--- config.mk ---
export PLATFORM = sky130hd
export DESIGN_NAME = socket_irq_status_control
export DESIGN_NICKNAME = d
export VERILOG_FILES = /design/src/rtl/socket_irq_pkg.sv /design/src/rtl/pin_sync.sv /design/src/rtl/socket_irq_status_control.sv
export VERILOG_INCLUDE_DIRS = /design/src /design/src/rtl
export SDC_FILE = /design/constraint.sdc
export NUM_CORES = 1
export LEC_CHECK = 0
export BUFFER_PORTS_ARGS = -buffer_cell sky130_fd_sc_hd__buf_2
export CORE_ASPECT_RATIO = 2
export CORE_UTILIZATION = 44
export DETAILED_ROUTE_END_ITERATION = 8
export PLACE_DENSITY = 0.74
export SETUP_SLACK_MARGIN = 0.15
export SLEW_MARGIN = 10
export SYNTH_ARGS = -nofsm -noshare
export SYNTH_HDL_FRONTEND = slang
export SYNTH_SLANG_ARGS = --single-unit
export TNS_END_PERCENT = 50
--- constraint.sdc ---
create_clock -name core_clk_i -period 1.3 [get_ports core_clk_i]
set_input_delay 0.13 -clock core_clk_i [delete_from_list [all_inputs] [get_ports core_clk_i]]
set_output_delay 0.13 -clock core_clk_i [all_outputs]
set_load 0.005 [all_outputs]
--- src/rtl/socket_irq_cfg.svh ---
// Offsets, field positions and reset values of the socket interrupt block
`ifndef SOCKET_IRQ_CFG_SVH
`define SOCKET_IRQ_CFG_SVH

`define SIRQ_GEN_CTRL_OFS  12'h803
`define SIRQ_STATUS_OFS    12'h804
`define SIRQ_CTRL_RST      8'h00
`define SIRQ_FLAGS_RST     4'h0
`define SIRQ_PIN_RST       8'h1B
`define SIRQ_PREV_RST      6'h0B

`define SIRQ_CALL_EN_BIT   7
`define SIRQ_RESET_REL_BIT 6
`define SIRQ_KIND_BIT      5
`define SIRQ_PCI_ROUTE_BIT 4

`define SIRQ_DETECT_BIT    3
`define SIRQ_READY_BIT     2
`define SIRQ_LOWBAT_BIT    1
`define SIRQ_FAIL_BIT      0

`define SIRQ_SEL_NONE      4'h0
`define SIRQ_SEL_MGMT      4'h2

`endif

--- src/rtl/socket_irq_pkg.sv ---
// Types shared by the socket interrupt block
`default_nettype none
package socket_irq_pkg;
  typedef logic [7:0]  reg_byte_t;
  typedef logic [3:0]  flag_vec_t;
  typedef logic [3:0]  route_sel_t;
  typedef logic [15:0] irq_lines_t;
  typedef logic [11:0] reg_addr_t;
endpackage : socket_irq_pkg
`default_nettype wire

--- src/rtl/pin_sync.sv ---
// Two-stage synchroniser for the socket pins
`timescale 1ns/10ps
`default_nettype none
module pin_sync #(
  parameter int         W       = 8,
  parameter logic [7:0] RST_VAL = 8'h00
) (
  input  wire logic         core_clk_i,
  input  wire logic         reset_i,
  input  wire logic [W-1:0] async_i,
  output var  logic [W-1:0] sync_o
);
  logic [W-1:0] stage1_r;

  // First stage feeds only the second stage
  always_ff @(posedge core_clk_i) begin
    if (reset_i) begin
      stage1_r <= RST_VAL[W-1:0];
      sync_o   <= RST_VAL[W-1:0];
    end else begin
      stage1_r <= async_i;
      sync_o   <= stage1_r;
    end
  end
endmodule : pin_sync
`default_nettype wire

--- src/rtl/socket_irq_status_control.sv ---
// Socket interrupt and general control plus status-change flags
`timescale 1ns/10ps
`default_nettype none
`include "socket_irq_cfg.svh"
// How it works
// - Control bit 7 enables call-alert use of the battery-sense pin; resets off.
// - Card reset asserted while control bit 6 is zero; one releases it.
// - Control bit 5 picks card kind: zero memory, one I/O.
// - Routing bit 5 low: bit 4, or bits 3-0 at 0000, sends status change to PCI, else select field.
// - Routing bit 5 high: control bit 4 is ignored.
// - Bits 3-0 route functional interrupts: 0000 none, 0010 system mgmt, others IRQn.
// - A status flag reads zero while its source is disabled.
// - Enabled flags raise the host interrupt; flags show the source.
// - Flags clear on read or by writing one, chosen by clear mode.
// - Status bits 7-4 always read zero.
// - Bit 3 sets on any change of either card-detect line.
// - Memory card: bit 2 sets on READY low-to-high.
// - I/O card: bits 2 and 1 stay zero.
// - Memory card: bit 1 sets on battery-low warning.
// - Bit 0: battery dead for memory, status-changed assertion for I/O.
// - Call-alert mode: bit 0 shows the call-alert input level.
// - Context bits clear on global reset; bus reset too unless PME enabled.
// - Status register at offset 804h, read by host, resets to 00h.
// - Card-detect flags only when detect interrupt enable is set.
module socket_irq_status_control
  import socket_irq_pkg::*;
(
  input  wire logic       core_clk_i,
  input  wire logic       reset_i,
  input  wire reg_addr_t  reg_addr_i,
  input  wire logic       reg_wr_i,
  input  wire logic       reg_rd_i,
  input  wire reg_byte_t  reg_wdata_i,
  output var  reg_byte_t  reg_rdata_o,
  input  wire logic       card_detect_first_n_i,
  input  wire logic       card_detect_second_n_i,
  input  wire logic       card_ready_i,
  input  wire logic       battery_sense_call_pin_i,
  input  wire logic       battery_sense_second_i,
  input  wire logic       card_func_irq_i,
  input  wire logic       global_reset_in_i,
  input  wire logic       bus_reset_in_i,
  input  wire logic       pme_enable_i,
  input  wire logic       status_change_route_ctrl_i,
  input  wire logic       flag_clear_by_write_i,
  input  wire route_sel_t status_change_irq_select_i,
  input  wire logic       detect_irq_enable_i,
  input  wire logic       ready_irq_enable_i,
  input  wire logic       battery_warn_enable_i,
  input  wire logic       battery_fail_enable_i,
  output var  logic       card_reset_o,
  output var  logic       status_change_pci_irq_o,
  output var  irq_lines_t status_change_isa_irq_o,
  output var  logic       system_mgmt_interrupt_o,
  output var  irq_lines_t functional_irq_o
);
  localparam reg_byte_t CTRL_RST = `SIRQ_CTRL_RST;

  logic [7:0] pins_raw;
  logic [7:0] pins_sync;
  logic       det_first_s;
  logic       det_second_s;
  logic       ready_s;
  logic       sense_a_s;
  logic       sense_b_s;
  logic       func_s;
  logic       glob_rst_s;
  logic       bus_rst_s;
  logic       full_rst;
  logic       ctx_rst;

  assign pins_raw = {bus_reset_in_i, global_reset_in_i, card_func_irq_i, battery_sense_second_i,
                     battery_sense_call_pin_i, card_ready_i, card_detect_second_n_i,
                     card_detect_first_n_i};

  pin_sync #(
    .W       (8),
    .RST_VAL (`SIRQ_PIN_RST)
  ) u_pin_sync (
    .core_clk_i (core_clk_i),
    .reset_i    (reset_i),
    .async_i    (pins_raw),
    .sync_o     (pins_sync)
  );

  assign {bus_rst_s, glob_rst_s, func_s, sense_b_s, sense_a_s, ready_s, det_second_s,
          det_first_s} = pins_sync;

  // Context bits survive bus reset while PME is armed
  assign full_rst = reset_i | glob_rst_s | bus_rst_s;
  assign ctx_rst  = reset_i | glob_rst_s | (bus_rst_s & ~pme_enable_i);

  function automatic flag_vec_t status_view(input flag_vec_t f, input flag_vec_t en,
                                            input logic mem, input logic ring_en,
                                            input logic ring_lvl);
    flag_vec_t v;
    v = f & en;
    if (!mem) begin
      v[`SIRQ_READY_BIT]  = 1'b0;
      v[`SIRQ_LOWBAT_BIT] = 1'b0;
    end
    if (ring_en) begin
      v[`SIRQ_FAIL_BIT] = en[`SIRQ_FAIL_BIT] & ring_lvl;
    end
    return v;
  endfunction : status_view

  function automatic irq_lines_t irq_decode(input route_sel_t sel, input logic act);
    irq_lines_t l;
    l = '0;
    if (act && sel != `SIRQ_SEL_NONE && sel != `SIRQ_SEL_MGMT) begin
      l[sel] = 1'b1;
    end
    return l;
  endfunction : irq_decode

  // Control register
  reg_byte_t ctrl_r;
  reg_byte_t ctrl_nxt;
  logic      gen_wr;
  logic      gen_rd;

  assign gen_wr = reg_wr_i && (reg_addr_i == `SIRQ_GEN_CTRL_OFS);
  assign gen_rd = reg_rd_i && (reg_addr_i == `SIRQ_GEN_CTRL_OFS);

  always_comb begin
    ctrl_nxt = ctrl_r;
    if (gen_wr) begin
      ctrl_nxt = reg_wdata_i;
    end
  end

  always_ff @(posedge core_clk_i) begin
    if (full_rst) begin
      ctrl_r[7]   <= CTRL_RST[7];
      ctrl_r[4:0] <= CTRL_RST[4:0];
    end else begin
      ctrl_r[7]   <= ctrl_nxt[7];
      ctrl_r[4:0] <= ctrl_nxt[4:0];
    end
    if (ctx_rst) begin
      ctrl_r[6:5] <= CTRL_RST[6:5];
    end else begin
      ctrl_r[6:5] <= ctrl_nxt[6:5];
    end
  end

  logic mem_card;
  logic ring_en;
  logic ring_lvl;
  assign mem_card = ~ctrl_r[`SIRQ_KIND_BIT];
  assign ring_en  = ctrl_r[`SIRQ_CALL_EN_BIT];
  assign ring_lvl = ~sense_a_s;

  // Previous pin levels for edge detection
  logic [5:0] prev_r;
  logic [5:0] prev_nxt;
  logic       warn_cond;
  logic       dead_cond;

  assign warn_cond = sense_b_s & ~sense_a_s;
  assign dead_cond = ~sense_b_s;

  always_comb begin
    prev_nxt = {dead_cond, warn_cond, sense_a_s, ready_s, det_second_s, det_first_s};
  end

  always_ff @(posedge core_clk_i) begin
    if (reset_i) begin
      prev_r <= `SIRQ_PREV_RST;
    end else begin
      prev_r <= prev_nxt;
    end
  end

  // Status-change flags
  flag_vec_t flags_r;
  flag_vec_t flags_nxt;
  flag_vec_t set_vec;
  flag_vec_t clr_vec;
  flag_vec_t en_vec;
  flag_vec_t view;
  logic      stat_rd;
  logic      stat_wr;
  logic      pending;

  assign stat_rd = reg_rd_i && (reg_addr_i == `SIRQ_STATUS_OFS);
  assign stat_wr = reg_wr_i && (reg_addr_i == `SIRQ_STATUS_OFS);
  assign en_vec  = {detect_irq_enable_i, ready_irq_enable_i, battery_warn_enable_i,
                    battery_fail_enable_i};

  always_comb begin
    set_vec = '0;
    set_vec[`SIRQ_DETECT_BIT] = detect_irq_enable_i &
                                ((det_first_s ^ prev_r[0]) | (det_second_s ^ prev_r[1]));
    set_vec[`SIRQ_READY_BIT]  = ready_irq_enable_i & mem_card & ready_s & ~prev_r[2];
    set_vec[`SIRQ_LOWBAT_BIT] = battery_warn_enable_i & mem_card & warn_cond &
                                ~prev_r[4];
    set_vec[`SIRQ_FAIL_BIT]   = battery_fail_enable_i & ~ring_en &
                                (mem_card ? (dead_cond & ~prev_r[5]) : (~sense_a_s & prev_r[3]));
    clr_vec = '0;
    if (stat_rd && !flag_clear_by_write_i) begin
      clr_vec = 4'hF;
    end else if (stat_wr && flag_clear_by_write_i) begin
      clr_vec = reg_wdata_i[3:0];
    end
    // Set beats clear so a same-cycle event is kept
    flags_nxt = (flags_r & ~clr_vec) | set_vec;
  end

  always_ff @(posedge core_clk_i) begin
    if (ctx_rst) begin
      flags_r <= `SIRQ_FLAGS_RST;
    end else begin
      flags_r <= flags_nxt;
    end
  end

  assign view    = status_view(flags_r, en_vec, mem_card, ring_en, ring_lvl);
  assign pending = |view;

  // Routing and registered outputs
  logic       route_pci;
  logic       func_act;
  reg_byte_t  rdata_nxt;
  logic       card_reset_nxt;
  logic       pci_nxt;
  irq_lines_t isa_nxt;
  logic       mgmt_nxt;
  irq_lines_t func_nxt;

  always_comb begin
    if (status_change_route_ctrl_i) begin
      route_pci = (status_change_irq_select_i == `SIRQ_SEL_NONE);
    end else begin
      route_pci = ctrl_r[`SIRQ_PCI_ROUTE_BIT] | (ctrl_r[3:0] == `SIRQ_SEL_NONE);
    end
    func_act       = func_s & ~mem_card;
    rdata_nxt      = '0;
    if (stat_rd) begin
      rdata_nxt = {4'h0, view};
    end else if (gen_rd) begin
      rdata_nxt = ctrl_r;
    end
    card_reset_nxt = ~ctrl_r[`SIRQ_RESET_REL_BIT];
    pci_nxt        = pending & route_pci;
    isa_nxt        = irq_decode(status_change_irq_select_i, pending & ~route_pci);
    func_nxt       = irq_decode(ctrl_r[3:0], func_act);
    mgmt_nxt       = (pending & ~route_pci & (status_change_irq_select_i == `SIRQ_SEL_MGMT)) |
                     (func_act & (ctrl_r[3:0] == `SIRQ_SEL_MGMT));
  end

  // Card held in reset while the socket logic is reset
  always_ff @(posedge core_clk_i) begin
    if (full_rst) begin
      reg_rdata_o             <= 8'h00;
      card_reset_o            <= 1'b1;
      status_change_pci_irq_o <= 1'b0;
      status_change_isa_irq_o <= 16'h0000;
      system_mgmt_interrupt_o <= 1'b0;
      functional_irq_o        <= 16'h0000;
    end else begin
      reg_rdata_o             <= rdata_nxt;
      card_reset_o            <= card_reset_nxt;
      status_change_pci_irq_o <= pci_nxt;
      status_change_isa_irq_o <= isa_nxt;
      system_mgmt_interrupt_o <= mgmt_nxt;
      functional_irq_o        <= func_nxt;
    end
  end

  a_reserved_zero: assert property (@(posedge core_clk_i) disable iff (full_rst)
    reg_rdata_o[7:4] == 4'h0 || $past(gen_rd))
    else $error("reserved status bits not zero");

  a_release_reset: assert property (@(posedge core_clk_i) disable iff (full_rst)
    gen_wr && reg_wdata_i[6] |-> ##2 !card_reset_o)
    else $error("card reset not released after write");

  a_read_clear: assert property (@(posedge core_clk_i) disable iff (full_rst)
    stat_rd && !flag_clear_by_write_i && set_vec == 4'h0 |=> flags_r == 4'h0)
    else $error("flags not cleared by read");

  a_write_clear: assert property (@(posedge core_clk_i) disable iff (full_rst)
    stat_wr && flag_clear_by_write_i && reg_wdata_i[2] && !set_vec[2] |=> !flags_r[2])
    else $error("ready flag not cleared by write of one");

  a_io_masked: assert property (@(posedge core_clk_i) disable iff (full_rst)
    stat_rd && !mem_card |=> reg_rdata_o[2:1] == 2'b00)
    else $error("io card shows ready or battery flag");

  a_disabled_zero: assert property (@(posedge core_clk_i) disable iff (full_rst)
    stat_rd && !detect_irq_enable_i |=> !reg_rdata_o[3])
    else $error("disabled source reads nonzero");

  a_set_wins: assert property (@(posedge core_clk_i) disable iff (full_rst)
    set_vec[3] |=> flags_r[3])
    else $error("detect change lost");

  a_flag_sticky: assert property (@(posedge core_clk_i) disable iff (full_rst)
    flags_r[0] && clr_vec[0] == 1'b0 |=> flags_r[0])
    else $error("flag dropped without clear");

  a_pci_route: assert property (@(posedge core_clk_i) disable iff (full_rst)
    pending && !status_change_route_ctrl_i && ctrl_r[4] |=> status_change_pci_irq_o)
    else $error("status change not routed to pci");

  a_diag_ignore: assert property (@(posedge core_clk_i) disable iff (full_rst)
    pending && status_change_route_ctrl_i && status_change_irq_select_i != 4'h0
    |=> !status_change_pci_irq_o)
    else $error("control bit 4 not ignored");

  a_ctx_keep: assert property (@(posedge core_clk_i) disable iff (reset_i || glob_rst_s)
    bus_rst_s && pme_enable_i && !gen_wr |=> ctrl_r[6:5] == $past(ctrl_r[6:5]))
    else $error("context bits lost on bus reset");
endmodule : socket_irq_status_control
`default_nettype wire

==> results of run 1 <==
[how the worst min path moves through the flow]
| stage | cells after the start | to | startpoint |
|---|---|---|---|
| after detailed placement | 2 | u_pin_sync.stage1_r[3] | battery_sense_call_pin_i |
| final | 2 | u_pin_sync.stage1_r[5] | card_func_irq_i |
| after CTS | 2 | u_pin_sync.stage1_r[5] | card_func_irq_i |
| after floorplan | 1 | u_pin_sync.stage1_r[0] | card_detect_first_n_i |
| after global routing | 2 | u_pin_sync.stage1_r[7] | bus_reset_in_i |
| after global placement | 2 | u_pin_sync.stage1_r[4] | battery_sense_second_i |
[per-layer routing]
metal / global-route usage, % / share of wire [%]
met3: 5.02 / 4.7
met1: 16.2 / 33
met4: 13.8 / 4.8
met2: 38.7 / 58
met5: 0 / 0
[state kept, by name (all words and copies together) (netlist names)]
name / cells
reg_rdata_o: 8
u_pin_sync.sync_o: 8
card_reset_o: 1
functional_irq_o: 16
ctrl_r: 8
flags_r: 4
system_mgmt_interrupt_o: 1
prev_r: 6
status_change_isa_irq_o: 16
u_pin_sync.stage1_r: 8
status_change_pci_irq_o: 1
[power by group through the flow]
stage          Combinational (mW)  Sequential, mW  Clock (mW)
2_1_floorplan               0.119            2.47           0
3_3_place_gp                0.239            2.47           0
3_5_place_dp                0.247            2.47           0
4_1_cts                     0.273            2.42        2.37
5_1_grt                     0.346            2.42        2.48
6_report                    0.322            2.42        2.34
[synthesized netlist by cell type (3+ instances only)]
cell      number
dfxtp_1       77
nor2_1        23
nor4_1        15
or2_2         13
nor2b_1       10
mux2i_1        8
nand2_1        8
o21ai_0        8
nand2b_1       6
nand3b_1       6
nor3_1         6
and2_1         4
nand4_1        4
a21o_1         3
buf_4          3
inv_1          3
[cell type report]
cell class              instances  area (um^2)
clock buffers                  13          270
repair buffers                107          621
multi-input cells             151         1240
inverters                       3         11.3
well taps                      61         76.3
clock inverters                 3         18.8
fillers                       465         1920
flip-flops and latches         77         1550
[metrics by stage]
| step | power (mW) | setup TNS, ns | worst slack, ns | instances |
|---|---|---|---|---|
| global route | 5.25 | -1.21 | -0.133 | 415 |
| detailed placement | 2.72 | -0.319 | -0.0440 | 389 |
| floorplan | 2.59 | -0.0178 | -0.0178 | 236 |
| CTS | 5.06 | -0.00716 | -0.00472 | 411 |
| global placement | 2.71 | -0.0896 | -0.0279 | 389 |
| finish | 5.08 | -0.280 | -0.0946 | 415 |
[cells by family after synthesis]
| logic type | after synthesis | share of synthesized area, % |
|---|---|---|
| AO/OA/AOI/OAI | 22 | 6.54 |
| XOR/XNOR | 2 | 0.673 |
| buffers and inverters | 9 | 2.02 |
| flip-flops | 77 | 59.2 |
| multiplexers | 8 | 3.08 |
| other | 1 | 0.144 |
| AND/OR/NAND/NOR | 114 | 28.4 |
[repair_timing]
action,CTS,global route
hold endpoints to repair,4,0
gates resized for setup,16,22
gates cloned,0,1
setup buffers,2,3
setup endpoints to repair,37,38
hold buffers,4,0
pin swaps,5,22
==> reports/qor.txt, run 1 <==
PLACED DESIGN
----------------------------------------------------------------------------
Placed Area                                                     0.00320 mm^2
IO buf count                                                              85
GPL Wtd Cong                                                           0.862
Post-DP HPWL                                                         4180 um

SETUP PATH
----------------------------------------------------------------------------
Highest net fanout along the worst path                                    8
Cell class contributing the biggest share of worst-path delay   simple AND/OR/NAND/NOR gates
Slowest library cell on the worst path                               dfxtp_2
Setup slack, reg-to-reg                                             -0.09 ns
Startpoint class of the critical path                                   flop
Largest stage delay on the critical path                             0.33 ns
Count of cell instances traversed by the critical path                     4
Crit Reg-Reg Startpoint                                            ctrl_r[7]
Worst setup path endpoint                                       status_change_isa_irq_o[10]
Worst Setup End Kind                                                    flop
Critical Setup Path Class                                         reg -> reg
Cells along the critical path                                   and2b_1, o21ai_4, a41o_4, nor4_2
Worst-case reg-to-reg path depth                                           4
Req. time, crit path                                                 1.53 ns
Critical path arrival                                                1.63 ns
Number of buffers and inverters on the critical path                       0
R2r endpoint                                                    status_change_isa_irq_o[10]
Crit. Startpoint                                                   ctrl_r[7]

POWER AND IR DROP
----------------------------------------------------------------------------
Switching Fraction                                                     21.5%
Total power density per cell area                               1340 mW/mm^2
Part of the total power dissipated in sequential elements              47.6%
Worst IR Drop VDD                                                    1410 uV
Leak                                                                 1.69 nW
Relative contribution of combinational cells to total power             6.3%
NetSw                                                                1.09 mW
Internal power consumption                                           3.99 mW
Clock power frac                                                       46.0%

FLOORPLAN
----------------------------------------------------------------------------
Floorplan core area                                             0.00571 mm^2
DIE AREA                                                        0.00625 mm^2
Cell row count                                                            39
Die Wd                                                               56.4 um
Initial Util                                                           45.6%
# IOs                                                                     86
Die Height                                                            111 um

CLOCK TREE
----------------------------------------------------------------------------
Maximum level of the CTS H-tree                                            3
TritonCTS clock tree                                                     yes
Clock buffer count from CTS                                                9
Number of buffers on the longest clock path                                2
Insertion delay to the later sink of the worst-skew pair             0.33 ns
Master cell of the clock root buffer                               clkbuf_16
CTS clk-pin slew, worst paths                                        0.06 ns
Num Clock Sinks                                                           77

RUN STATUS
----------------------------------------------------------------------------
Failing checks                                                  negative setup slack
Run status                                                      finished with violations

TIMING
----------------------------------------------------------------------------
Hold slack                                                         0.0133 ns
Setup WS post-layout                                              -0.0946 ns
Post-layout min period                                               1.39 ns
Unrepaired setup endpoints after global routing                         true
Final number of setup-violating endpoints                                 12
Hold Violations, Final                                                     0
Final period util                                                       107%
Count of pins over their slew limit                                        0
Setup Skew                                                        0.00515 ns
Max frequency                                                      0.717 GHz

LOGIC SYNTHESIS
----------------------------------------------------------------------------
Distinct cell type count after synthesis                                  46
Share of the synthesized area in the top cell type                     59.2%
Top cells by area, synth                                        dfxtp_1 (59%), nor4_1 (3.6%), nor2_1 (3.3%)
Netlist area before placement                                   0.00260 mm^2
Post-synth EDFFs                                                           0
Share of synthesized registers carrying an async set or reset             0%
Mean instance size in the synthesized netlist                      11.2 um^2
FF+latch count, synth                                                     77
Cell count after synthesis                                               233
Cell type with the highest aggregate area in the netlist             dfxtp_1
Proportion of synthesized chip area in sequential cells                59.2%
Yosys warning count                                                        0
Primary FF master, synth                                             dfxtp_1

GLOBAL ROUTE
----------------------------------------------------------------------------
Initial antenna violation count                                            0
Overall routing resource usage                                         19.9%
First-pass GRT wire length                                           9400 um
Aggregate global routing overflow                                          0
Largest net degree at the start of global routing                         22
Vias in the first global route                                          2155

FINAL LAYOUT
----------------------------------------------------------------------------
Synth-to-layout area growth                                            45.7%
Commonest cells after routing, fill and taps aside              buf_2 (85), dfxtp_1 (68), nor2_1 (23), buf_4 (15), or2_2 (13)
Utilization after layout                                               66.4%
Area of all placed cells without fillers                        0.00379 mm^2
Final net count                                                          392
Commonest non-fill, non-tap cell in the layout                         buf_2
Layout cell share with drive strength beyond 1                         49.7%
Number of diodes added for antenna fixing                                  0

DETAILED ROUTING
----------------------------------------------------------------------------
Average via count per standard cell                                     5.27
Via Count                                                               2186
1st-pass router iterations                                                 4
WL per Instance                                                      15.6 um
Routed Wire Length                                                   6480 um
Detail Route Antenna Nets                                                  0
DRC marker count from the first detailed-route iteration                  93
DRC                                                                        0

FLOW RUN
----------------------------------------------------------------------------
Max capacitance violation total                                            0

HOLD PATH
----------------------------------------------------------------------------
Hold WC Path Type                                                  in -> reg

No activity file was read; power rests on OpenSTA's default activity.
==> run 2, diff against run 1 <==
--- a/config.mk
+++ b/config.mk
@@ -12,6 +12,7 @@
 export DETAILED_ROUTE_END_ITERATION = 8
 export PLACE_DENSITY = 0.74
 export SETUP_SLACK_MARGIN = 0.15
+export SKIP_CTS_REPAIR_TIMING = 1
 export SLEW_MARGIN = 10
 export SYNTH_ARGS = -nofsm -noshare
 export SYNTH_HDL_FRONTEND = slang
==> reports/qor.txt, run 2 (synthesis results as in run 1) <==
RUN STATUS
----------------------------------------------------------------------------
Run status                                                      finished with violations
Failing checks                                                  negative setup slack

FINAL LAYOUT
----------------------------------------------------------------------------
Commonest non-fill, non-tap cell in the layout                         buf_2
Layout cell share with drive strength beyond 1                         49.3%
Final net count                                                          391
Biggest regs                                                    functional_irq_o x16, status_change_isa_irq_o x16
Commonest cells after routing, fill and taps aside              buf_2 (85), dfxtp_1 (69), nor2_1 (23), buf_4 (15), or2_2 (13)
Synth-to-layout area growth                                            44.3%
Number of diodes added for antenna fixing                                  0
Area of all placed cells without fillers                        0.00376 mm^2

POWER AND IR DROP
----------------------------------------------------------------------------
Relative contribution of combinational cells to total power             6.3%
Switching Fraction                                                     21.2%
Clock power frac                                                       45.9%
Internal power consumption                                           3.99 mW
Worst IR Drop VDD                                                    1520 uV
Part of the total power dissipated in sequential elements              47.8%
NetSw                                                                1.07 mW
Leak                                                                 1.68 nW
Total power density per cell area                               1350 mW/mm^2
Total Power Consumption                                              5.06 mW

CLOCK TREE
----------------------------------------------------------------------------
Clock buffer count from CTS                                                9
Master cell of the clock root buffer                               clkbuf_16
Number of buffers on the longest clock path                                2
Maximum level of the CTS H-tree                                            3
TritonCTS clock tree                                                     yes
Num Clock Sinks                                                           77
Insertion delay to the later sink of the worst-skew pair             0.33 ns
CTS clk-pin slew, worst paths                                        0.06 ns

DETAILED ROUTING
----------------------------------------------------------------------------
Detail Route Antenna Nets                                                  0
Via Count                                                               2157
DRC marker count from the first detailed-route iteration                  61
WL per Instance                                                      15.2 um
Average via count per standard cell                                     5.21
DRC                                                                        0
1st-pass router iterations                                                 4
Routed Wire Length                                                   6300 um

GLOBAL ROUTE
----------------------------------------------------------------------------
Busiest layer in global routing                                         met2
Overall routing resource usage                                         19.2%
Largest net degree at the start of global routing                         22
Met3 track demand over resource                                        4.67%
Vias in the first global route                                          2036
Initial antenna violation count                                            0
First-pass GRT wire length                                           9000 um
Routing usage on met2                                                  37.5%
Global routing usage on met1                                           16.0%
Aggregate global routing overflow                                          0

FLOORPLAN
----------------------------------------------------------------------------
# IOs                                                                     86
DIE AREA                                                        0.00625 mm^2
Initial Util                                                           45.6%
Cell row count                                                            39
Floorplan core area                                             0.00571 mm^2
Die Wd                                                               56.4 um
Die Height                                                            111 um

TIMING
----------------------------------------------------------------------------
Count of pins over their slew limit                                        0
Unrepaired setup endpoints after global routing                         true
Max frequency                                                      0.720 GHz
Hold Violations, Final                                                     0
Final number of setup-violating endpoints                                  6
Post-layout min period                                               1.39 ns
Setup TNS                                                          -0.216 ns
Setup Skew                                                        0.00540 ns
Hold slack                                                         0.0117 ns
Setup WS post-layout                                              -0.0895 ns
Final period util                                                       107%

SETUP PATH
----------------------------------------------------------------------------
Critical path arrival                                                1.62 ns
Number of buffers and inverters on the critical path                       0
Startpoint class of the critical path                                   flop
Largest stage delay on the critical path                             0.33 ns
Slowest library cell on the worst path                               dfxtp_2
Req. time, crit path                                                 1.53 ns
Cell class contributing the biggest share of worst-path delay   simple AND/OR/NAND/NOR gates
Worst Setup End Kind                                                    flop
Critical Setup Path Class                                         reg -> reg
Highest net fanout along the worst path                                    8
Cells along the critical path                                   and2b_1, o21ai_4, a41o_4, nor4_2

FLOW RUN
----------------------------------------------------------------------------
Max capacitance violation total                                            0

PLACED DESIGN
----------------------------------------------------------------------------
Placed Area                                                     0.00320 mm^2
GPL Wtd Cong                                                           0.862
IO buf count                                                              85
Post-DP HPWL                                                         4180 um
Placement Setup Slack                                             -0.0440 ns

HOLD PATH
----------------------------------------------------------------------------
Hold WC Path Type                                                  in -> reg

-- run 2: cell count changes in the layout (fill, tap and decap cells not counted), sizes merged --
cell  previous run  this run
buf            103       102
-- run 2: worst paths after layout --
check	start	slack, ns	cells past startpoint	endpoint
setup / recovery	ctrl_r[7]	-0.09	4	status_change_isa_irq_o[10]
hold / removal	card_func_irq_i	0.01	2	u_pin_sync.stage1_r[5]
setup reg to reg	ctrl_r[7]	-0.09	4	status_change_isa_irq_o[10]
hold reg to reg	ctrl_r[6]	0.40	1	card_reset_o
-- run 2: area by class of cell --
cell class,count,area [um^2]
clock buffers,13,270
flip-flops and latches,77,1550
well taps,61,76.3
fillers,480,1950
multi-input cells,151,1220
clock inverters,3,18.8
inverters,3,11.3
repair buffers,106,604
-- run 2: through the flow --
stage / util [%] / cells
final: 65.8 / 414
after global routing: 65.8 / 414
after CTS: 61.1 / 405
after detailed placement: 56.0 / 389
after global placement: 56.0 / 389
after floorplan: - / 236
-- run 2: per-layer routing --
layer | share of wire, % | routed length (um)
met5 | 0 | 0
met4 | 3.7 | 235
met3 | 4.3 | 273
met2 | 58 | 3670
met1 | 34 | 2120
-- run 2: worst reg2reg max path, cell delays in order (launching register included) --
cell and delay (ns):
dfxtp_2 0.33, and2b_1 0.24, o21ai_4 0.08, a41o_4 0.33
nor4_2 0.31
-- run 2: power groups by stage --
stage / registers [mW] / logic (mW) / clock network, mW
3_5_place_dp: 2.47 / 0.247 / 0
6_report: 2.42 / 0.316 / 2.32
3_3_place_gp: 2.47 / 0.239 / 0
5_1_grt: 2.42 / 0.340 / 2.47
4_1_cts: 2.42 / 0.249 / 2.37
2_1_floorplan: 2.47 / 0.119 / 0
==> run 3, diff against run 2 <==
--- a/config.mk
+++ b/config.mk
@@ -7,11 +7,13 @@
 export NUM_CORES = 1
 export LEC_CHECK = 0
 export BUFFER_PORTS_ARGS = -buffer_cell sky130_fd_sc_hd__buf_2
+export CAP_MARGIN = 20
 export CORE_ASPECT_RATIO = 2
 export CORE_UTILIZATION = 44
+export CTS_CLUSTER_DIAMETER = 60
 export DETAILED_ROUTE_END_ITERATION = 8
 export PLACE_DENSITY = 0.74
-export SETUP_SLACK_MARGIN = 0.15
+export SETUP_SLACK_MARGIN = 0.02
 export SKIP_CTS_REPAIR_TIMING = 1
 export SLEW_MARGIN = 10
 export SYNTH_ARGS = -nofsm -noshare
==> reports/qor.txt, run 3 (synthesis results as in run 1) <==
DETAILED ROUTING
----------------------------------------------------------------------------
Routed Wire Length                                                   5880 um
Average via count per standard cell                                     5.03
Via Count                                                               2071
DRC marker count from the first detailed-route iteration                  51
Detail Route Antenna Nets                                                  0
DRC                                                                        0
WL per Instance                                                      14.3 um
1st-pass router iterations                                                 4

POWER AND IR DROP
----------------------------------------------------------------------------
Part of the total power dissipated in sequential elements              46.9%
Relative contribution of combinational cells to total power             5.5%
Switching Fraction                                                     20.4%
Total Power Consumption                                              5.16 mW
Total power density per cell area                               1400 mW/mm^2
Leak                                                                 1.66 nW
Worst IR Drop VDD                                                    1550 uV
Clock power frac                                                       47.6%
NetSw                                                                1.05 mW
Internal power consumption                                           4.11 mW

FINAL LAYOUT
----------------------------------------------------------------------------
Synth-to-layout area growth                                            41.6%
Final net count                                                          390
Biggest regs                                                    functional_irq_o x16, status_change_isa_irq_o x16
Footprint of the multi-input gates                              0.00114 mm^2
Layout filler cell count                                                 451
Layout cell share with drive strength beyond 1                         48.1%
Commonest cells after routing, fill and taps aside              buf_2 (85), dfxtp_1 (68), nor2_1 (23), buf_4 (15), or2_2 (13)
Number of diodes added for antenna fixing                                  0
Commonest non-fill, non-tap cell in the layout                         buf_2
Area of all sequential standard cells                           0.00155 mm^2
Utilization after layout                                               64.6%
Area of all placed cells without fillers                        0.00369 mm^2

GLOBAL ROUTE
----------------------------------------------------------------------------
First-pass GRT wire length                                           8800 um
Vias in the first global route                                          1941
Initial antenna violation count                                            0
Largest net degree at the start of global routing                         22
Overall routing resource usage                                         19.1%
Aggregate global routing overflow                                          0

TIMING
----------------------------------------------------------------------------
Count of pins over their slew limit                                        0
Final period util                                                       101%
Post-layout min period                                               1.32 ns
Setup TNS                                                         -0.0260 ns
Unrepaired setup endpoints after global routing                         true
Hold slack                                                         0.0181 ns
Setup Skew                                                        0.00540 ns
Hold Violations, Final                                                     0
Final number of setup-violating endpoints                                  2
Max frequency                                                      0.760 GHz
Setup WS post-layout                                              -0.0160 ns

FLOORPLAN
----------------------------------------------------------------------------
Cell row count                                                            39
Die Height                                                            111 um
DIE AREA                                                        0.00625 mm^2
Floorplan core area                                             0.00571 mm^2
Die Wd                                                               56.4 um
# IOs                                                                     86
Initial Util                                                           45.6%

SETUP PATH
----------------------------------------------------------------------------
Startpoint class of the critical path                                   flop
Number of buffers and inverters on the critical path                       0
Worst Setup End Kind                                                    flop
Highest net fanout along the worst path                                   16
Cell class contributing the biggest share of worst-path delay   simple AND/OR/NAND/NOR gates
Largest stage delay on the critical path                             0.32 ns
Req. time, crit path                                                 1.52 ns
Critical path arrival                                                1.54 ns
Cells along the critical path                                   and2b_1, o21ai_2, a41o_4, nor4_1
Setup slack, reg-to-reg                                             -0.02 ns
Slowest library cell on the worst path                               dfxtp_2
Critical Setup Path Class                                         reg -> reg

CLOCK TREE
----------------------------------------------------------------------------
Insertion delay to the later sink of the worst-skew pair             0.33 ns
Master cell of the clock root buffer                               clkbuf_16
Clock buffer count from CTS                                                9
Num Clock Sinks                                                           77
Maximum level of the CTS H-tree                                            3
TritonCTS clock tree                                                     yes
Number of buffers on the longest clock path                                2
CTS clk-pin slew, worst paths                                        0.05 ns

PLACED DESIGN
----------------------------------------------------------------------------
GPL Wtd Cong                                                           0.895
IO buf count                                                              85
Post-DP HPWL                                                         4340 um
Placed Area                                                     0.00322 mm^2

RUN STATUS
----------------------------------------------------------------------------
Failing checks                                                  negative setup slack
Run status                                                      finished with violations

FLOW RUN
----------------------------------------------------------------------------
Max capacitance violation total                                            0

HOLD PATH
----------------------------------------------------------------------------
Hold WC Path Type                                                  in -> reg

[run 3: changes by cell type in the layout (fill, tap and decap cells not counted), sizes merged]
cell / previous run / this run
clkinv: 3 / 2
a41o: 2 / 1
clkinvlp: 0 / 1
bufinv: 0 / 1
clkbuf: 13 / 11
[run 3: cell type report]
cell class,instances,share of cell area (%)
sequential,77,42.1
clock inverter,4,1.29
inverter,3,0.305
multi-input combinational,150,30.8
clock buffer,11,6.86
timing repair buffer,106,16.5
tap,61,2.07
[run 3: metrics by stage]
stage | worst slack (ns) | std cells
after floorplan | -0.0249 | 236
after global placement | -0.0745 | 393
after detailed placement | -0.120 | 393
after CTS | -0.102 | 408
after global routing | -0.0638 | 412
final | -0.0160 | 412
[run 3: routing by layer]
| layer | track usage (%) | up-vias | wire length [um] |
|---|---|---|---|
| met5 | 0 | - | 0 |
| met4 | 12.2 | 0 | 237 |
| met3 | 4.90 | 17 | 179 |
| met2 | 37.2 | 61 | 3470 |
| met1 | 15.8 | 952 | 1990 |
| li1 | - | 1041 | - |
[run 3: worst reg2reg max path: stages (launching register included)]
cell,delay (ns)
dfxtp_2,0.32
and2b_1,0.20
o21ai_2,0.07
a41o_4,0.30
nor4_1,0.32
[run 3: worst paths after layout]
path,start,to,cells after the start
min,card_func_irq_i,u_pin_sync.stage1_r[5],2
max,ctrl_r[7],status_change_isa_irq_o[10],4
min reg2reg,ctrl_r[6],card_reset_o,1
max reg2reg,ctrl_r[7],status_change_isa_irq_o[10],4
[run 3: power by group through the flow]
stage	registers (mW)	clock network, mW	logic (mW)
CTS	2.42	2.49	0.254
detailed placement	2.47	0	0.251
finish	2.42	2.45	0.285
global placement	2.47	0	0.246
floorplan	2.47	0	0.114
global route	2.42	2.60	0.308
